### config.mk
export PLATFORM = sky130hd
export DESIGN_NAME = urg_device_flat
export DESIGN_NICKNAME = d
export VERILOG_FILES = /design/src/core/urg_pkg.sv /design/src/core/urg_if.sv /design/src/core/urg_device.sv /design/src/flat_wrapper.sv
export VERILOG_INCLUDE_DIRS = /design/src /design/src/core
export SDC_FILE = /design/constraint.sdc
export NUM_CORES = 1
export LEC_CHECK = 0
export BUFFER_PORTS_ARGS = -buffer_cell sky130_fd_sc_hd__buf_2
export CAP_MARGIN = 20
export CORE_UTILIZATION = 40
export CTS_BUF_LIST = sky130_fd_sc_hd__clkbuf_2
export DETAILED_ROUTE_END_ITERATION = 16
export SYNTH_ARGS = -nofsm -noshare
export SYNTH_HDL_FRONTEND = slang
export SYNTH_SLANG_ARGS = --single-unit
### constraint.sdc
create_clock -name clk_sys -period 3 [get_ports clk_sys]
set_clock_uncertainty 0.15 [all_clocks]
set_input_delay 0.15 -clock clk_sys [delete_from_list [all_inputs] [get_ports clk_sys]]
set_output_delay 0.15 -clock clk_sys [all_outputs]
set_load 0.02 [all_outputs]
### src/core/urg_consts.svh
// Constants for the user reset generator: timing figures and derived cycle counts.
// Assumes a single system clock whose period is given below.
`ifndef URG_CONSTS_SVH
`define URG_CONSTS_SVH

// ----------------------------------------------------------------------------
// Clock
// ----------------------------------------------------------------------------
`define URG_CLK_PERIOD_PS    4000

// ----------------------------------------------------------------------------
// Phase times in nanoseconds and their least cycle counts (rounded up)
// ----------------------------------------------------------------------------
`define URG_BOOT_TIME_NS     400
`define URG_INIT_TIME_NS     800
`define URG_STEP_TIME_NS     40
`define URG_CYCLES(t_ns)     (((t_ns) * 1000 + `URG_CLK_PERIOD_PS - 1) / `URG_CLK_PERIOD_PS)
`define URG_BOOT_CYCLES      `URG_CYCLES(`URG_BOOT_TIME_NS)
`define URG_INIT_CYCLES      `URG_CYCLES(`URG_INIT_TIME_NS)
`define URG_STEP_CYCLES      `URG_CYCLES(`URG_STEP_TIME_NS)

// ----------------------------------------------------------------------------
// Structure
// ----------------------------------------------------------------------------
`define URG_RELEASE_STAGES   2
`define URG_CORE_SUPPLIES    3
`define URG_DIV_HALF         4
`define URG_CNT_W            16

`endif

### src/core/urg_pkg.sv
// Types shared by both ends of the user reset generator.
// Assumes nothing beyond a SystemVerilog compiler.
package urg_pkg;

    // ------------------------------------------------------------------------
    // Device phases, one-hot
    // ------------------------------------------------------------------------
    typedef enum logic [6:0] {
        URG_POR        = 7'h01,
        URG_BOOT       = 7'h02,
        URG_INIT       = 7'h04,
        URG_RUN        = 7'h08,
        URG_IO_OFF     = 7'h10,
        URG_FABRIC_OFF = 7'h20,
        URG_PERIPH_RST = 7'h40
    } urg_state_t;

endpackage

### src/core/urg_if.sv
// Link between the device end (monitor and reset generator) and the user end.
// Assumes both ends run on the same system clock.
`timescale 1ns/1ps

interface urg_if (
    input wire logic clk_sys
);
    logic fabric_por_n;           // Low while the fabric is held in power-on reset.
    logic bank_supply_ok;         // IO bank supply is present.
    logic serdes_setup_complete;  // Transceivers configured.
    logic device_setup_complete;  // Whole device initialisation finished.
    logic hsio_ready;             // High-speed IO usable.
    logic user_reset_n;           // Generated reset, low active.
    logic ext_reset_req;          // Qualified external reset request.
    logic pll_locked;             // Synchronised PLL lock.
    logic fabric_reset_request;   // Fabric asks for a full device reset.

    modport dev (
        input  clk_sys, ext_reset_req, pll_locked, fabric_reset_request,
        output fabric_por_n, bank_supply_ok, serdes_setup_complete,
               device_setup_complete, hsio_ready, user_reset_n
    );

    modport usr (
        input  clk_sys, fabric_por_n, bank_supply_ok, serdes_setup_complete,
               device_setup_complete, hsio_ready, user_reset_n,
        output ext_reset_req, pll_locked, fabric_reset_request
    );
endinterface

### src/core/urg_device.sv
// Device end: power-on supervisor, system-controller sequence, init monitor and
// the reset generator that merges all sources into one user reset.
// Assumes the pins below are asynchronous and the link partner shares clk_sys.
//
// How it works
// Ignore external reset until POR off, bank up.
// Hold PLL down until POR off, bank up.
// Reconfig clock divider flop cleared by POR.
// Reconfig select flop cleared asynchronously by POR.
// Never use raw PLL lock as reset.
// Assert reset asynchronously, release synchronously.
// All downstream flops leave reset together.
// Any active reset source holds output reset.
// Setup-complete rises only after full initialisation.
// Reset order: IOs off, fabric off, peripherals.
// Pin reset causes full device re-initialisation.
// Release on supplies good; reset on drop.
// External reset driver holds pin until stable.
// User applies reset pulse to fabric flops.
// IO buffers disabled during power-on reset.
// RAMs loaded only during init, if configured.
// High-speed IO needs calibration and supplies.
// Transceiver-clocked logic waits for transceiver setup.
// Reconfig clock gated until device setup complete.
// Release path uses two or more stages.
`timescale 1ns/1ps
`include "urg_consts.svh"

module urg_device #(
    parameter int BOOT_CYCLES    = `URG_BOOT_CYCLES,
    parameter int INIT_CYCLES    = `URG_INIT_CYCLES,
    parameter int STEP_CYCLES    = `URG_STEP_CYCLES,
    parameter int RELEASE_STAGES = `URG_RELEASE_STAGES,
    parameter bit RAM_INIT_EN    = 1'b1
) (
    input  wire logic                           clk_sys,
    input  wire logic                           reset,
    input  wire logic [`URG_CORE_SUPPLIES-1:0]  core_supply_ok,
    input  wire logic                           device_reset_pin_n,
    input  wire logic                           bank_supply_pin,
    input  wire logic                           aux_supply_pin,
    input  wire logic                           io_calib_done_pin,
    output logic                                io_enable,
    output logic                                fabric_powered,
    output logic                                periph_reset,
    output logic                                ram_loaded,
    output urg_pkg::urg_state_t                 dev_phase,
    urg_if.dev                                  lnk
);
    import urg_pkg::*;

    localparam int PW = `URG_CORE_SUPPLIES + 4;

    // ------------------------------------------------------------------------
    // Pin synchronisers
    // ------------------------------------------------------------------------
    logic [PW-1:0]            pin_s1;
    logic [PW-1:0]            pin_s2;
    logic [`URG_CNT_W-1:0]    cnt;
    urg_state_t               state;
    urg_state_t               next_state;
    logic                     gen_hold;
    logic [RELEASE_STAGES-1:0] rel_chain;

    // Every pin passes two flops; only the second stage is read below.
    always_ff @(posedge clk_sys) begin
        if (reset) begin
            pin_s1 <= '0;
            pin_s2 <= '0;
        end else begin
            pin_s1 <= {io_calib_done_pin, aux_supply_pin, bank_supply_pin,
                       device_reset_pin_n, core_supply_ok};
            pin_s2 <= pin_s1;
        end
    end

    wire supplies_ok  = &pin_s2[`URG_CORE_SUPPLIES-1:0];
    wire pin_rst      = ~pin_s2[`URG_CORE_SUPPLIES];
    wire bank_ok      = pin_s2[`URG_CORE_SUPPLIES+1];
    wire aux_ok       = pin_s2[`URG_CORE_SUPPLIES+2];
    wire calib_ok     = pin_s2[`URG_CORE_SUPPLIES+3];

    // ------------------------------------------------------------------------
    // System controller sequence
    // ------------------------------------------------------------------------
    // A supply drop, the pin or a fabric request all start the same teardown.
    wire dev_reset_req = ~supplies_ok | pin_rst | lnk.fabric_reset_request;
    wire boot_done     = (cnt == 16'(BOOT_CYCLES - 1));
    wire init_done     = (cnt == 16'(INIT_CYCLES - 1));
    wire step_done     = (cnt >= 16'(STEP_CYCLES - 1)); // Stays true while a step is held, until cnt wraps to zero after 65536 cycles.
    wire active_phase  = (state == URG_BOOT) | (state == URG_INIT) | (state == URG_RUN);

    always_comb begin
        next_state = state;
        case (state)
            URG_POR: begin
                if (supplies_ok && !pin_rst) begin
                    next_state = URG_BOOT;
                end
            end
            URG_BOOT: begin
                if (boot_done) begin
                    next_state = URG_INIT;
                end
            end
            URG_INIT: begin
                if (init_done) begin
                    next_state = URG_RUN;
                end
            end
            URG_RUN: begin
                next_state = URG_RUN;
            end
            URG_IO_OFF: begin
                if (step_done) begin
                    next_state = URG_FABRIC_OFF;
                end
            end
            URG_FABRIC_OFF: begin
                if (step_done) begin
                    next_state = URG_PERIPH_RST;
                end
            end
            URG_PERIPH_RST: begin
                // Return to power-on so the whole device re-initialises.
                if (step_done && !pin_rst) begin
                    next_state = URG_POR;
                end
            end
            default: begin
                next_state = URG_POR;
            end
        endcase
        if (active_phase && dev_reset_req) begin
            next_state = URG_IO_OFF;
        end
    end

    wire [`URG_CNT_W-1:0] next_cnt = (next_state != state) ? '0 : cnt + 16'h0001;

    always_ff @(posedge clk_sys) begin
        if (reset) begin
            state <= URG_POR;
            cnt   <= '0;
        end else begin
            state <= next_state;
            cnt   <= next_cnt;
        end
    end

    // ------------------------------------------------------------------------
    // Block states and monitor outputs
    // ------------------------------------------------------------------------
    // IO buffers stay off in power-on and through the whole teardown.
    wire next_io_enable   = (next_state == URG_INIT) | (next_state == URG_RUN);
    wire next_fabric_pwr  = (next_state == URG_BOOT) | (next_state == URG_INIT)
                          | (next_state == URG_RUN)  | (next_state == URG_IO_OFF);
    wire next_periph_rst  = (next_state == URG_PERIPH_RST) | (next_state == URG_POR);
    // RAMs are powered but empty during boot; contents appear only once init ran.
    wire next_ram_loaded  = RAM_INIT_EN & (next_state == URG_RUN);
    wire next_serdes_done = (next_state == URG_RUN);
    wire next_dev_done    = (next_state == URG_RUN);
    wire next_hsio_ready  = (next_state == URG_RUN) & calib_ok & bank_ok & aux_ok;
    wire next_por_n       = (next_state == URG_INIT) | (next_state == URG_RUN);

    always_ff @(posedge clk_sys) begin
        if (reset) begin
            io_enable                 <= 1'b0;
            fabric_powered            <= 1'b0;
            periph_reset              <= 1'b1;
            ram_loaded                <= 1'b0;
            dev_phase                 <= URG_POR;
            lnk.fabric_por_n          <= 1'b0;
            lnk.bank_supply_ok        <= 1'b0;
            lnk.serdes_setup_complete <= 1'b0;
            lnk.device_setup_complete <= 1'b0;
            lnk.hsio_ready            <= 1'b0;
        end else begin
            io_enable                 <= next_io_enable;
            fabric_powered            <= next_fabric_pwr;
            periph_reset              <= next_periph_rst;
            ram_loaded                <= next_ram_loaded;
            dev_phase                 <= next_state;
            lnk.fabric_por_n          <= next_por_n;
            lnk.bank_supply_ok        <= bank_ok;
            lnk.serdes_setup_complete <= next_serdes_done;
            lnk.device_setup_complete <= next_dev_done;
            lnk.hsio_ready            <= next_hsio_ready;
        end
    end

    // ------------------------------------------------------------------------
    // Reset generator
    // ------------------------------------------------------------------------
    // The merged source is registered so the asynchronous clear cannot glitch.
    // The lock arrives synchronised and clk_sys runs free, so the release chain
    // sees edges even while the PLL is silent.
    wire next_gen_hold = reset | ~lnk.device_setup_complete | lnk.ext_reset_req
                       | ~lnk.pll_locked;

    always_ff @(posedge clk_sys) begin
        gen_hold <= next_gen_hold;
    end

    // Clear at once on any source, shift ones in on clk_sys for the release.
    always_ff @(posedge clk_sys or posedge gen_hold) begin
        if (gen_hold) begin
            rel_chain <= '0;
        end else begin
            rel_chain <= {rel_chain[RELEASE_STAGES-2:0], 1'b1};
        end
    end

    // One flop fans out the release, so every consumer leaves reset together.
    assign lnk.user_reset_n = rel_chain[RELEASE_STAGES-1];

endmodule

### src/flat_wrapper.sv
// flat-port wrapper written by rule: the top's interface ports become plain ports
module urg_device_flat import urg_pkg::*;
#(
    parameter int BOOT_CYCLES    = `URG_BOOT_CYCLES,
    parameter int INIT_CYCLES    = `URG_INIT_CYCLES,
    parameter int STEP_CYCLES    = `URG_STEP_CYCLES,
    parameter int RELEASE_STAGES = `URG_RELEASE_STAGES,
    parameter bit RAM_INIT_EN    = 1'b1
)
  (clk_sys, reset, core_supply_ok, device_reset_pin_n, bank_supply_pin, aux_supply_pin, io_calib_done_pin, io_enable, fabric_powered, periph_reset, ram_loaded, dev_phase, lnk_ext_reset_req, lnk_pll_locked, lnk_fabric_reset_request, lnk_fabric_por_n, lnk_bank_supply_ok, lnk_serdes_setup_complete, lnk_device_setup_complete, lnk_hsio_ready, lnk_user_reset_n);
  urg_if lnk_i (.clk_sys(clk_sys));
  input  wire logic clk_sys;
  input  wire logic reset;
  input  wire logic [`URG_CORE_SUPPLIES-1:0] core_supply_ok;
  input  wire logic device_reset_pin_n;
  input  wire logic bank_supply_pin;
  input  wire logic aux_supply_pin;
  input  wire logic io_calib_done_pin;
  output logic io_enable;
  output logic fabric_powered;
  output logic periph_reset;
  output logic ram_loaded;
  output urg_pkg::urg_state_t dev_phase;
  input wire logic [$bits(lnk_i.ext_reset_req)-1:0] lnk_ext_reset_req;
  input wire logic [$bits(lnk_i.pll_locked)-1:0] lnk_pll_locked;
  input wire logic [$bits(lnk_i.fabric_reset_request)-1:0] lnk_fabric_reset_request;
  output wire logic [$bits(lnk_i.fabric_por_n)-1:0] lnk_fabric_por_n;
  output wire logic [$bits(lnk_i.bank_supply_ok)-1:0] lnk_bank_supply_ok;
  output wire logic [$bits(lnk_i.serdes_setup_complete)-1:0] lnk_serdes_setup_complete;
  output wire logic [$bits(lnk_i.device_setup_complete)-1:0] lnk_device_setup_complete;
  output wire logic [$bits(lnk_i.hsio_ready)-1:0] lnk_hsio_ready;
  output wire logic [$bits(lnk_i.user_reset_n)-1:0] lnk_user_reset_n;
  assign lnk_i.ext_reset_req = lnk_ext_reset_req;
  assign lnk_i.pll_locked = lnk_pll_locked;
  assign lnk_i.fabric_reset_request = lnk_fabric_reset_request;
  assign lnk_fabric_por_n = lnk_i.fabric_por_n;
  assign lnk_bank_supply_ok = lnk_i.bank_supply_ok;
  assign lnk_serdes_setup_complete = lnk_i.serdes_setup_complete;
  assign lnk_device_setup_complete = lnk_i.device_setup_complete;
  assign lnk_hsio_ready = lnk_i.hsio_ready;
  assign lnk_user_reset_n = lnk_i.user_reset_n;
  urg_device #(.BOOT_CYCLES(BOOT_CYCLES), .INIT_CYCLES(INIT_CYCLES), .STEP_CYCLES(STEP_CYCLES), .RELEASE_STAGES(RELEASE_STAGES), .RAM_INIT_EN(RAM_INIT_EN)) u_core (.clk_sys(clk_sys), .reset(reset), .core_supply_ok(core_supply_ok), .device_reset_pin_n(device_reset_pin_n), .bank_supply_pin(bank_supply_pin), .aux_supply_pin(aux_supply_pin), .io_calib_done_pin(io_calib_done_pin), .io_enable(io_enable), .fabric_powered(fabric_powered), .periph_reset(periph_reset), .ram_loaded(ram_loaded), .dev_phase(dev_phase), .lnk(lnk_i));
endmodule
==> qor.yml, run 1 <==
status: "complete, no violations"
grt_pass1_wl_um: 8680
setup_violations: 0
place_inst: 358
vias_per_cell: 5.26
drtIter0Drc: 148
vias: 2027
ys_seq_area_share_pct: 39.9
synth_cell_type_count: 58
cp-endpoint: "u_core.cnt[1]$_SDFF_PP0_"
initial_utilization_pct: 41.9
die_area_um2: 6150
grt-busiest-layer: "met2"
rows: 27
io_pins: 29
grt_max_degree: 26
reg2reg_depth: 7
gp_congestion: 0.846
worstReg2RegStart: "u_core.dev_phase[5]$_SDFF_PP0_"
drcViolationCount: 0
r2r_end: "u_core.cnt[1]$_SDFF_PP0_"
leakage_nw: 1.15
critPathMaxFanout: 16
maxSlewViolCount: 0
maxSlewHeadroom_pct: 65.9
power-per-cell-area_nw_per_um2: 362
final.period_utilization_pct: 98.2
hold-worst-slack_ns: 0.240
area_growth_pct: 21.2
netlist_area_um2: 2330
cts_setup_buffers: 0
antenna_left: 0
syn_avg_cell_area_um2: 8.81
reg2reg_slack_ns: 0.05
n_fill_cell: 540
critPathLaunch: "u_core.dev_phase[5]$_SDFF_PP0_"
async_reset_ff_share_pct: 4.35
final_cell_mix: "dfxtp_1 (43), buf_2 (28), nor2_1 (24)"
end_kind: "register"
vdd_drop_max_uv: 236
antenna_cells: 0
wl_per_cell_um: 13.6
clockBufferDepth: 2
synthCells: 265
grtUsageTotal_pct: 18.2
grt_use_met2_pct: 27.8
ys_ff_latch: 46
period_needed_ns: 2.95
die_h_um: 78.4
final_nets: 327
coreArea_um2: 5570
synthFlopType: "dfxtp_1"
rsz0062_at_grt: "no"
final_area_um2: 2830
final_common_cell: "dfxtp_1"
hold_viol_final: 0
finalPower_mw: 1.02
port_buffers: 28
synth_enable_flop_cells: 0
place_area_um2: 2570
cap_viol_max_count: 0
worstMarginPinSlew_ns: 0.506
path_clk_slew_ns: 0.28
antenna_found_initial: 0
met3_usage_pct: 3.95
setup.worst_path.start_class: "register"
hold_path.class: "reg -> reg"
layout-drive-gt1-share_pct: 22.0
clockRootBuffer: "clkbuf_2"
synth_nets: 280
die_w_um: 78.4
use_met1_pct: 24.7
utilization_pct: 50.8
grt-ovfl-total: 0
drt_pass1_iterations: 4
final_cells: 385
required_ns: 3.21
htreeDepth: 2
cts_inserted_buffers: 5
dp_hpwl_um: 3550
cts_tree: "done"
fmax_mhz: 339
clock_latency_ns: 0.45
synth_warnings: 0
cts_sinks: 46
grt_pass1_vias: 1836
arrival_ns: 3.16
finalWirelength_um: 5230
crit_type: "reg -> reg"
worst min path at each step:
| stage | from | end | slack, ns | cells past startpoint |
|---|---|---|---|---|
| after detailed placement | u_core.gen_hold$_DFF_P_ | u_core.rel_chain[1]$_DFF_PP0_ | -0.12 | 1 |
| after global placement | u_core.gen_hold$_DFF_P_ | u_core.rel_chain[0]$_DFF_PP0_ | -0.12 | 1 |
| after floorplan | u_core.gen_hold$_DFF_P_ | u_core.rel_chain[0]$_DFF_PP0_ | -0.13 | 1 |
| after global routing | u_core.rel_chain[0]$_DFF_PP0_ | u_core.rel_chain[1]$_DFF_PP0_ | 0.26 | 0 |
| final | u_core.rel_chain[0]$_DFF_PP0_ | u_core.rel_chain[1]$_DFF_PP0_ | 0.24 | 0 |
| after CTS | lnk_fabric_reset_request | u_core.lnk.hsio_ready$_SDFF_PP0_ | 0.04 | 5 |
sequential cells by signal, indices dropped and copies added (netlist names):
name and count:
u_core.lnk.hsio_ready 1, u_core.cnt 16, u_core.lnk.serdes_setup_complete 1, u_core.periph_reset 1, u_core.dev_phase 7, u_core.pin_s2 7, u_core.rel_chain 2, u_core.gen_hold 1
u_core.lnk.bank_supply_ok 1, u_core.lnk.fabric_por_n 1, u_core.fabric_powered 1, u_core.pin_s1 7
layer usage:
| layer | vias up | share of wire [%] |
|---|---|---|
| met4 | 0 | 2.3 |
| met1 | 927 | 49 |
| met3 | 12 | 4.2 |
| met5 | - | 0 |
| li1 | 1039 | - |
| met2 | 49 | 45 |
layout make-up:
type	instances	area (µm²)	share of cell area, %
multi-input combinational	191	1270	45.0
inverter	8	30.0	1.06
timing repair buffer	60	453	16.0
tap	72	90.1	3.18
clock inverter	3	26.3	0.929
clock buffer	5	25.0	0.885
sequential	46	932	33.0
what timing repair did:
item	4_1_cts	5_1_grt
hold buffers	18	1
resized for setup	0	3
setup endpoints to repair	0	6
endpoints found under the hold margin	18	1
synthesized netlist by cell type (3+ instances only):
library cell,count,area share [%]
a2111oi_0,3,1.1
a211oi_1,4,1.3
a21oi_1,5,1.1
buf_2,4,0.86
buf_4,4,1.3
clkbuf_1,9,1.4
dfxtp_1,44,38
ha_1,3,1.6
inv_1,8,1.3
nand2_1,13,2.1
nand2b_1,4,1.1
nand3_1,12,2.6
nand4_1,5,1.3
nor2_1,24,3.9
nor2b_1,15,4.0
nor3_1,20,4.3
nor3_2,9,3.9
nor4b_1,3,1.1
o21ai_0,5,1.1
o31ai_1,5,1.6
or2b_1,3,0.96
or3_1,3,0.80
xnor2_1,8,3.0
xor2_1,9,3.4
kinds of logic after synthesis:
group                      after synthesis  synth area share [%]
AOI/OAI and AO/OA                       37                  11.8
xor gates and xnor gates                17                  6.38
adders and majority gates                3                  1.61
buffers and inverters                   28                  6.16
DFF                                     46                  39.9
other                                    1                 0.161
and+or+nand+nor                        133                  34.0
power breakdown:
group / switching [mW] / internal [mW]
Combinational: 0.0419 / 0.0484
Sequential: 0.00745 / 0.629
Clock: 0.228 / 0.0679
Total: 0.277 / 0.745
worst max-delay path: stages (launching register included):
cell	delay (ns)
dfxtp_1	0.38
or4_4	0.54
or3_4	0.37
or4b_1	0.48
a22o_1	0.19
a2111o_1	0.38
buf_12	0.18
nor3b_1	0.18
stage by stage:
step           setup TNS (ns)  setup WS, ns
3_5_place_dp                0        0.0908
2_1_floorplan         -0.0933       -0.0160
6_report                    0        0.0536
3_3_place_gp                0         0.173
5_1_grt                     0       0.00754
4_1_cts                     0        0.0163
No activity file was read; power rests on OpenSTA's default activity.
==> inputs of run 2 (changes only) <==
- ABC_AREA: not set -> 1
==> qor.yml, run 2 <==
status: "complete, no violations"
antenna_cells: 0  # unchanged
regArea_um2: 931  # -0.13%
setup_violations: 0  # unchanged
cts_tree: "done"
synthMuxAreaShare_pct: 0  # unchanged
clockBufferDepth: 2  # unchanged
critPathLaunch: "u_core.cnt[0]$_SDFF_PP0_"
setup.worst_path.start_class: "register"
synth_enable_flop_cells: 0  # unchanged
htreeDepth: 2  # unchanged
hold_path.class: "in -> reg"
wl_per_cell_um: 10.2  # -25%
worstReg2RegStart: "u_core.cnt[0]$_SDFF_PP0_"
hold-worst-slack_ns: 0.0163  # -0.224 ns
antenna_found_initial: 0  # unchanged
async_reset_ff_share_pct: 4.35  # unchanged
vdd_drop_max_uv: 212  # -10%
largest_reg_flops: 16  # unchanged
power-per-cell-area_nw_per_um2: 367  # +1.5%
cts_resized: 0  # unchanged
crit_type: "reg -> reg"
io_pins: 29  # unchanged
die_area_um2: 5880  # -4.3%
initial_utilization_pct: 42.6  # +0.71 points
min_from: "lnk_fabric_reset_request"
gp_congestion: 0.869  # +2.7%
leakage_nw: 1.21  # +5.6%
cts_inserted_buffers: 5  # unchanged
grtUsageTotal_pct: 16.5  # -1.8 points
synthAdderAreaFrac_pct: 1.68  # +0.075 points
tns_ns: 0  # unchanged
rsz0062_at_grt: "no"
dp_hpwl_um: 3100  # -13%
maxSlewViolCount: 0  # unchanged
synth_nets: 315  # +13%
synth_common_cells: "inv_1 (54), nor2_1 (51), nand2_1 (49), dfxtp_1 (44), nand3_1 (20)"
grt_max_degree: 25  # -3.8%
vias: 1911  # -5.7%
final_nets: 361  # +10%
cap_viol_max_count: 0  # unchanged
synthCells: 300  # +13%
cts_sinks: 46  # unchanged
die_w_um: 76.7  # -2.2%
end_kind: "register"
antenna_left: 0  # unchanged
die_h_um: 76.7  # -2.2%
grt_pass1_wl_um: 7840  # -9.7%
area_growth_pct: 18.2
synthFlopType: "dfxtp_1"
port_buffers: 28  # unchanged
cp-endpoint: "u_core.cnt[4]$_SDFF_PP0_"
synth_top_area_share_pct: 39.5  # +1.8 points
vias_per_cell: 4.58  # -13%
final_common_cell: "inv_1"
r2r_end: "u_core.cnt[4]$_SDFF_PP0_"
n_fill_cell: 530  # -1.9%
coreArea_um2: 5240  # -6.0%
clockRootBuffer: "clkbuf_2"
synth_xor_area_share_pct: 5.10  # -1.3 points
reg2reg_depth: 9  # +2
yosysMostFrequentCell: "inv_1"
synth_cell_type_count: 29  # -50%
ys_seq_area_share_pct: 41.7  # +1.9 points
synth_compound_area_share_pct: 2.08  # -9.8 points
synth_warnings: 0  # unchanged
grt-ovfl-total: 0  # unchanged
grt_pass1_vias: 1786  # -2.7%
utilization_pct: 50.3  # -0.42 points
final.period_utilization_pct: 76.7  # -22 points
drt_pass1_iterations: 4  # unchanged
synthTopCellsByArea: "dfxtp_1 (39%), inv_1 (9.1%), nor2_1 (8.6%)"
regMostFlops: "u_core.cnt"
syn_avg_cell_area_um2: 7.44  # -16%
arrival_ns: 2.51  # -0.65 ns
hold_viol_final: 0  # unchanged
final_cell_mix: "inv_1 (54), nor2_1 (51), nand2_1 (49)"
yosysTopAreaCell: "dfxtp_1"
netlist_area_um2: 2230  # -4.4%
path_clk_slew_ns: 0.24  # -0.04 ns
fmax_mhz: 435  # +28%
rows: 26  # -3.7%
synth_top_family_by_area: "simple AND/OR/NAND/NOR gates"
reg2reg_slack_ns: 0.70  # +0.65 ns
required_ns: 3.21  # about the same
critPathMaxFanout: 16  # unchanged
period_needed_ns: 2.30  # -0.646 ns
finalWirelength_um: 4260  # -19%
clock_latency_ns: 0.42  # -0.03 ns
synth-simple-area-share_pct: 37.3  # +3.3 points
ys_ff_latch: 46  # unchanged
drtIter0Drc: 101  # -32%
layout-drive-gt1-share_pct: 20.5  # -1.6 points
drcViolationCount: 0  # unchanged
multi_input_area_um2: 1030  # -19%
[run 2: cell count changes in the layout (fill, tap and decap cells not counted), moves of 5 or more]
cell,change
nor2b_1,-15
o31ai_1,-5
nor2_1,+27
nand2_2,+7
nand3_1,+8
buf_4,-11
nand2_1,+36
inv_1,+46
nor3_1,-12
[run 2: final cells by class]
cell class	instances	area share [%]
clock buffers	5	0.949
clock inverters	3	0.949
inverters	57	8.12
multi-input cells	190	39.2
flip-flops and latches	46	35.3
well taps	70	3.32
repair buffers	46	12.1
[run 2: worst min path at each step]
| stage | to | slack (ns) | cells after the start |
|---|---|---|---|
| 2_1_floorplan | u_core.rel_chain[0]$_DFF_PP0_ | -0.13 | 1 |
| 3_3_place_gp | u_core.rel_chain[1]$_DFF_PP0_ | -0.12 | 1 |
| 3_5_place_dp | u_core.rel_chain[0]$_DFF_PP0_ | -0.12 | 1 |
| 4_1_cts | u_core.dev_phase[1]$_SDFF_PP0_ | 0.0006 | 5 |
| 5_1_grt | u_core.lnk.hsio_ready$_SDFF_PP0_ | 0.03 | 5 |
| 6_report | u_core.dev_phase[1]$_SDFF_PP0_ | 0.02 | 5 |
[run 2: layer usage]
layer	vias up	wire length, µm	part of all wire (%)	GRT usage, %
met5	-	0	0	0
met2	38	1940	46	26.3
met3	5	243	5.7	4.05
li1	998	-	-	-
met4	0	40	0.94	5.96
met1	870	2030	48	21.4
[run 2: power by group]
group | switching, mW | internal [mW]
Combinational | 0.0285 | 0.0310
Clock | 0.211 | 0.0621
Sequential | 0.00729 | 0.627
[run 2: worst max-delay path, stage by stage (launching register included)]
cell,delay (ns)
dfxtp_1,0.48
ha_1,0.26
nand3_1,0.09
nor2_1,0.09
nand3_1,0.11
o21ai_2,0.16
nand3_2,0.13
nand2_1,0.10
nand3_2,0.37
nor3_1,0.29
[run 2: stage by stage]
stage / std cells / setup slack (ns) / total power [mW] / instance area, µm²
detailed placement: 391 / 0.714 / 0.691 / 2410
CTS: 417 / 0.671 / 0.982 / 2640
floorplan: 300 / 1.11 / 0.677 / 2230
finish: 417 / 0.700 / 0.967 / 2640
global placement: 391 / 0.806 / 0.690 / 2410
global route: 417 / 0.448 / 1.02 / 2640
[run 2: cells by family after synthesis]
| family | count (synthesis) |
|---|---|
| AOI/OAI and AO/OA | 8 |
| xor gates and xnor gates | 13 |
| adders and majority gates | 3 |
| buffers and inverters | 64 |
| DFF | 46 |
| other | 1 |
| and+or+nand+nor | 165 |
[run 2: repair_timing]
action	in CTS	in global routing
setup buffers	0	0
hold buffers	18	0
endpoints found under the hold margin	21	0
==> inputs of run 3 (changes only) <==
- ABC_AREA: 1 -> 0
- clock period: 3 -> 1.9 ns (I/O delays scaled with it)
==> qor.yml, run 3 (synthesis results as in run 1) <==
status: "finished with violations"
violations: "setup timing"
crit_buf_inv: 1  # +1
min_to: "u_core.lnk.hsio_ready$_SDFF_PP0_"
fmax_mhz: 336  # -23%
max_stage_delay_ns: 0.54  # +0.06 ns
min_from: "lnk_fabric_reset_request"
end_kind: "register"
grt_pass1_vias: 2282  # +28%
cts_inserted_buffers: 5  # unchanged
grt_use_met2_pct: 36.2  # +9.9 points
layout-drive-gt1-share_pct: 43.1  # +23 points
hold_viol_final: 0  # unchanged
crit_type: "reg -> reg"
port_buffers: 28  # unchanged
setup_ws_ns: -1.08  # -1.78 ns
critPathSlowestCell: "or4_4"
io_pins: 29  # unchanged
finalWirelength_um: 6250  # +47%
utilization_pct: 63.8  # +13 points
worstReg2RegStart: "u_core.dev_phase[5]$_SDFF_PP0_"
final_cell_mix: "buf_4 (65), dfxtp_1 (38), buf_2 (28)"
met3_usage_pct: 3.84  # -0.21 points
tns_ns: -21.89  # -21.89 ns
grt_pass1_wl_um: 10400  # +33%
area_growth_pct: 52.3
wl_per_cell_um: 14.1  # +38%
use_met1_pct: 29.4  # +8.0 points
initial_utilization_pct: 41.9  # -0.71 points
cap_viol_max_count: 0  # unchanged
grt_max_degree: 25  # unchanged
arrival_ns: 3.23  # +0.72 ns
reg2reg_depth: 7  # -2
cts_sinks: 46  # unchanged
path_cells: "or4_4, or3_4, or4b_1, a22o_1, a2111o_1, buf_12, nor3b_2"
largest_reg_flops: 16  # unchanged
reg2reg_slack_ns: -1.08  # -1.78 ns
final_common_cell: "buf_4"
dp_hpwl_um: 4040  # +30%
power-per-cell-area_nw_per_um2: 476  # +30%
critPathMaxFanout: 8  # -8
die_area_um2: 6150  # +4.5%
regMostFlops: "u_core.cnt"
final.period_utilization_pct: 157  # +80 points
hold_depth: 7  # +2
final_nets: 385  # +6.6%
antenna_left: 0  # unchanged
cts_tree: "done"
drt_pass1_iterations: 4  # unchanged
drcViolationCount: 0  # unchanged
coreArea_um2: 5570  # +6.4%
critical_path.top_delay_family: "simple AND/OR/NAND/NOR gates"
antenna_cells: 0  # unchanged
gp_congestion: 0.866  # -0.28%
die_h_um: 78.4  # +2.2%
antenna_found_initial: 0  # unchanged
grt-busiest-layer: "met2"
clockBufferDepth: 2  # unchanged
setup.worst_path.start_class: "register"
htreeDepth: 2  # unchanged
rsz0062_at_grt: "yes"
leakage_nw: 1.46  # +21%
clockRootBuffer: "clkbuf_2"
required_ns: 2.14  # -1.07 ns
die_w_um: 78.4  # +2.2%
rows: 27  # +3.8%
hold_path.class: "in -> reg"
path_clk_slew_ns: 0.25  # about the same
vias: 2292  # +20%
clock_latency_ns: 0.45  # +0.03 ns
vias_per_cell: 5.17  # +13%
r2r_end: "u_core.cnt[1]$_SDFF_PP0_"
setup_violations: 28  # +28
period_needed_ns: 2.98  # +0.681 ns
grtUsageTotal_pct: 22.1  # +5.6 points
drtIter0Drc: 127  # +26%
vdd_drop_max_uv: 396  # +86%
grt-ovfl-total: 0  # unchanged
maxSlewViolCount: 0  # unchanged
-- run 3: changes by cell type in the layout (fill, tap and decap cells not counted), moves of 9 or more --
cell	previous run	this run
nand3_1	20	11
inv_1	54	6
nand2_1	49	12
nor2b_1	0	15
nor2_1	51	22
buf_4	0	65
-- run 3: per-stage QoR --
| step | hold WS [ns] | setup slack (ns) | cell area [µm²] | total power, mW | instances |
|---|---|---|---|---|---|
| 3_5_place_dp | -0.115 | -1.11 | 3010 | 1.17 | 408 |
| 4_1_cts | 0.115 | -1.05 | 3450 | 1.69 | 441 |
| 5_1_grt | 0.119 | -1.12 | 3560 | 1.77 | 443 |
| 3_3_place_gp | -0.118 | -1.05 | 3010 | 1.16 | 408 |
| 2_1_floorplan | -0.127 | -1.10 | 2390 | 1.11 | 265 |
| 6_report | 0.156 | -1.08 | 3560 | 1.69 | 443 |
-- run 3: worst min-delay path, delay by kind of cell --
kind	cells	cell delay (ns)
and+or+nand+nor	4	0.29
buffers and inverters	3	0.36
-- run 3: where the power goes --
group	leakage, nW	switching [mW]	internal, mW
clock	0.0344	0.358	0.107
sequential	0.386	0.00812	0.992
combinational	1.04	0.106	0.123
total	1.46	0.472	1.22
-- run 3: how the worst max path moves through the flow --
| stage | slack, ns | startpoint | cells after the start | to |
|---|---|---|---|---|
| final | -1.08 | u_core.dev_phase[5]$_SDFF_PP0_ | 7 | u_core.cnt[1]$_SDFF_PP0_ |
| after global routing | -1.12 | u_core.dev_phase[5]$_SDFF_PP0_ | 7 | u_core.cnt[14]$_SDFF_PP0_ |
| after CTS | -1.05 | u_core.dev_phase[5]$_SDFF_PP0_ | 7 | u_core.cnt[1]$_SDFF_PP0_ |
| after detailed placement | -1.11 | u_core.dev_phase[5]$_SDFF_PP0_ | 7 | u_core.cnt[1]$_SDFF_PP0_ |
| after global placement | -1.05 | u_core.dev_phase[5]$_SDFF_PP0_ | 7 | u_core.cnt[1]$_SDFF_PP0_ |
| after floorplan | -1.10 | u_core.dev_phase[5]$_SDFF_PP0_ | 8 | u_core.cnt[9]$_SDFF_PP0_ |
-- run 3: cell type report --
class | count | area, µm²
clock buffer | 5 | 25.0
clock inverter | 3 | 26.3
fill | 453 | 2020
inverter | 8 | 37.5
multi-input combinational | 191 | 1520
sequential | 46 | 943
tap | 72 | 90.1
timing repair buffer | 118 | 918
-- run 3: timing repair --
item / 4_1_cts / 5_1_grt
gates cloned: 1 / 0
setup endpoints to repair: 28 / 28
endpoints found under the hold margin: 23 / 0
pin swaps: 16 / 14
gates resized for setup: 28 / 19
setup buffers: 7 / 3
hold buffers: 18 / 0
-- run 3: layer usage --
layer / routed length (µm) / vias to the layer above
met1: 2920 / 1085
met3: 269 / 9
met5: 0 / -
met2: 2980 / 55
li1: - / 1143
met4: 83 / 0
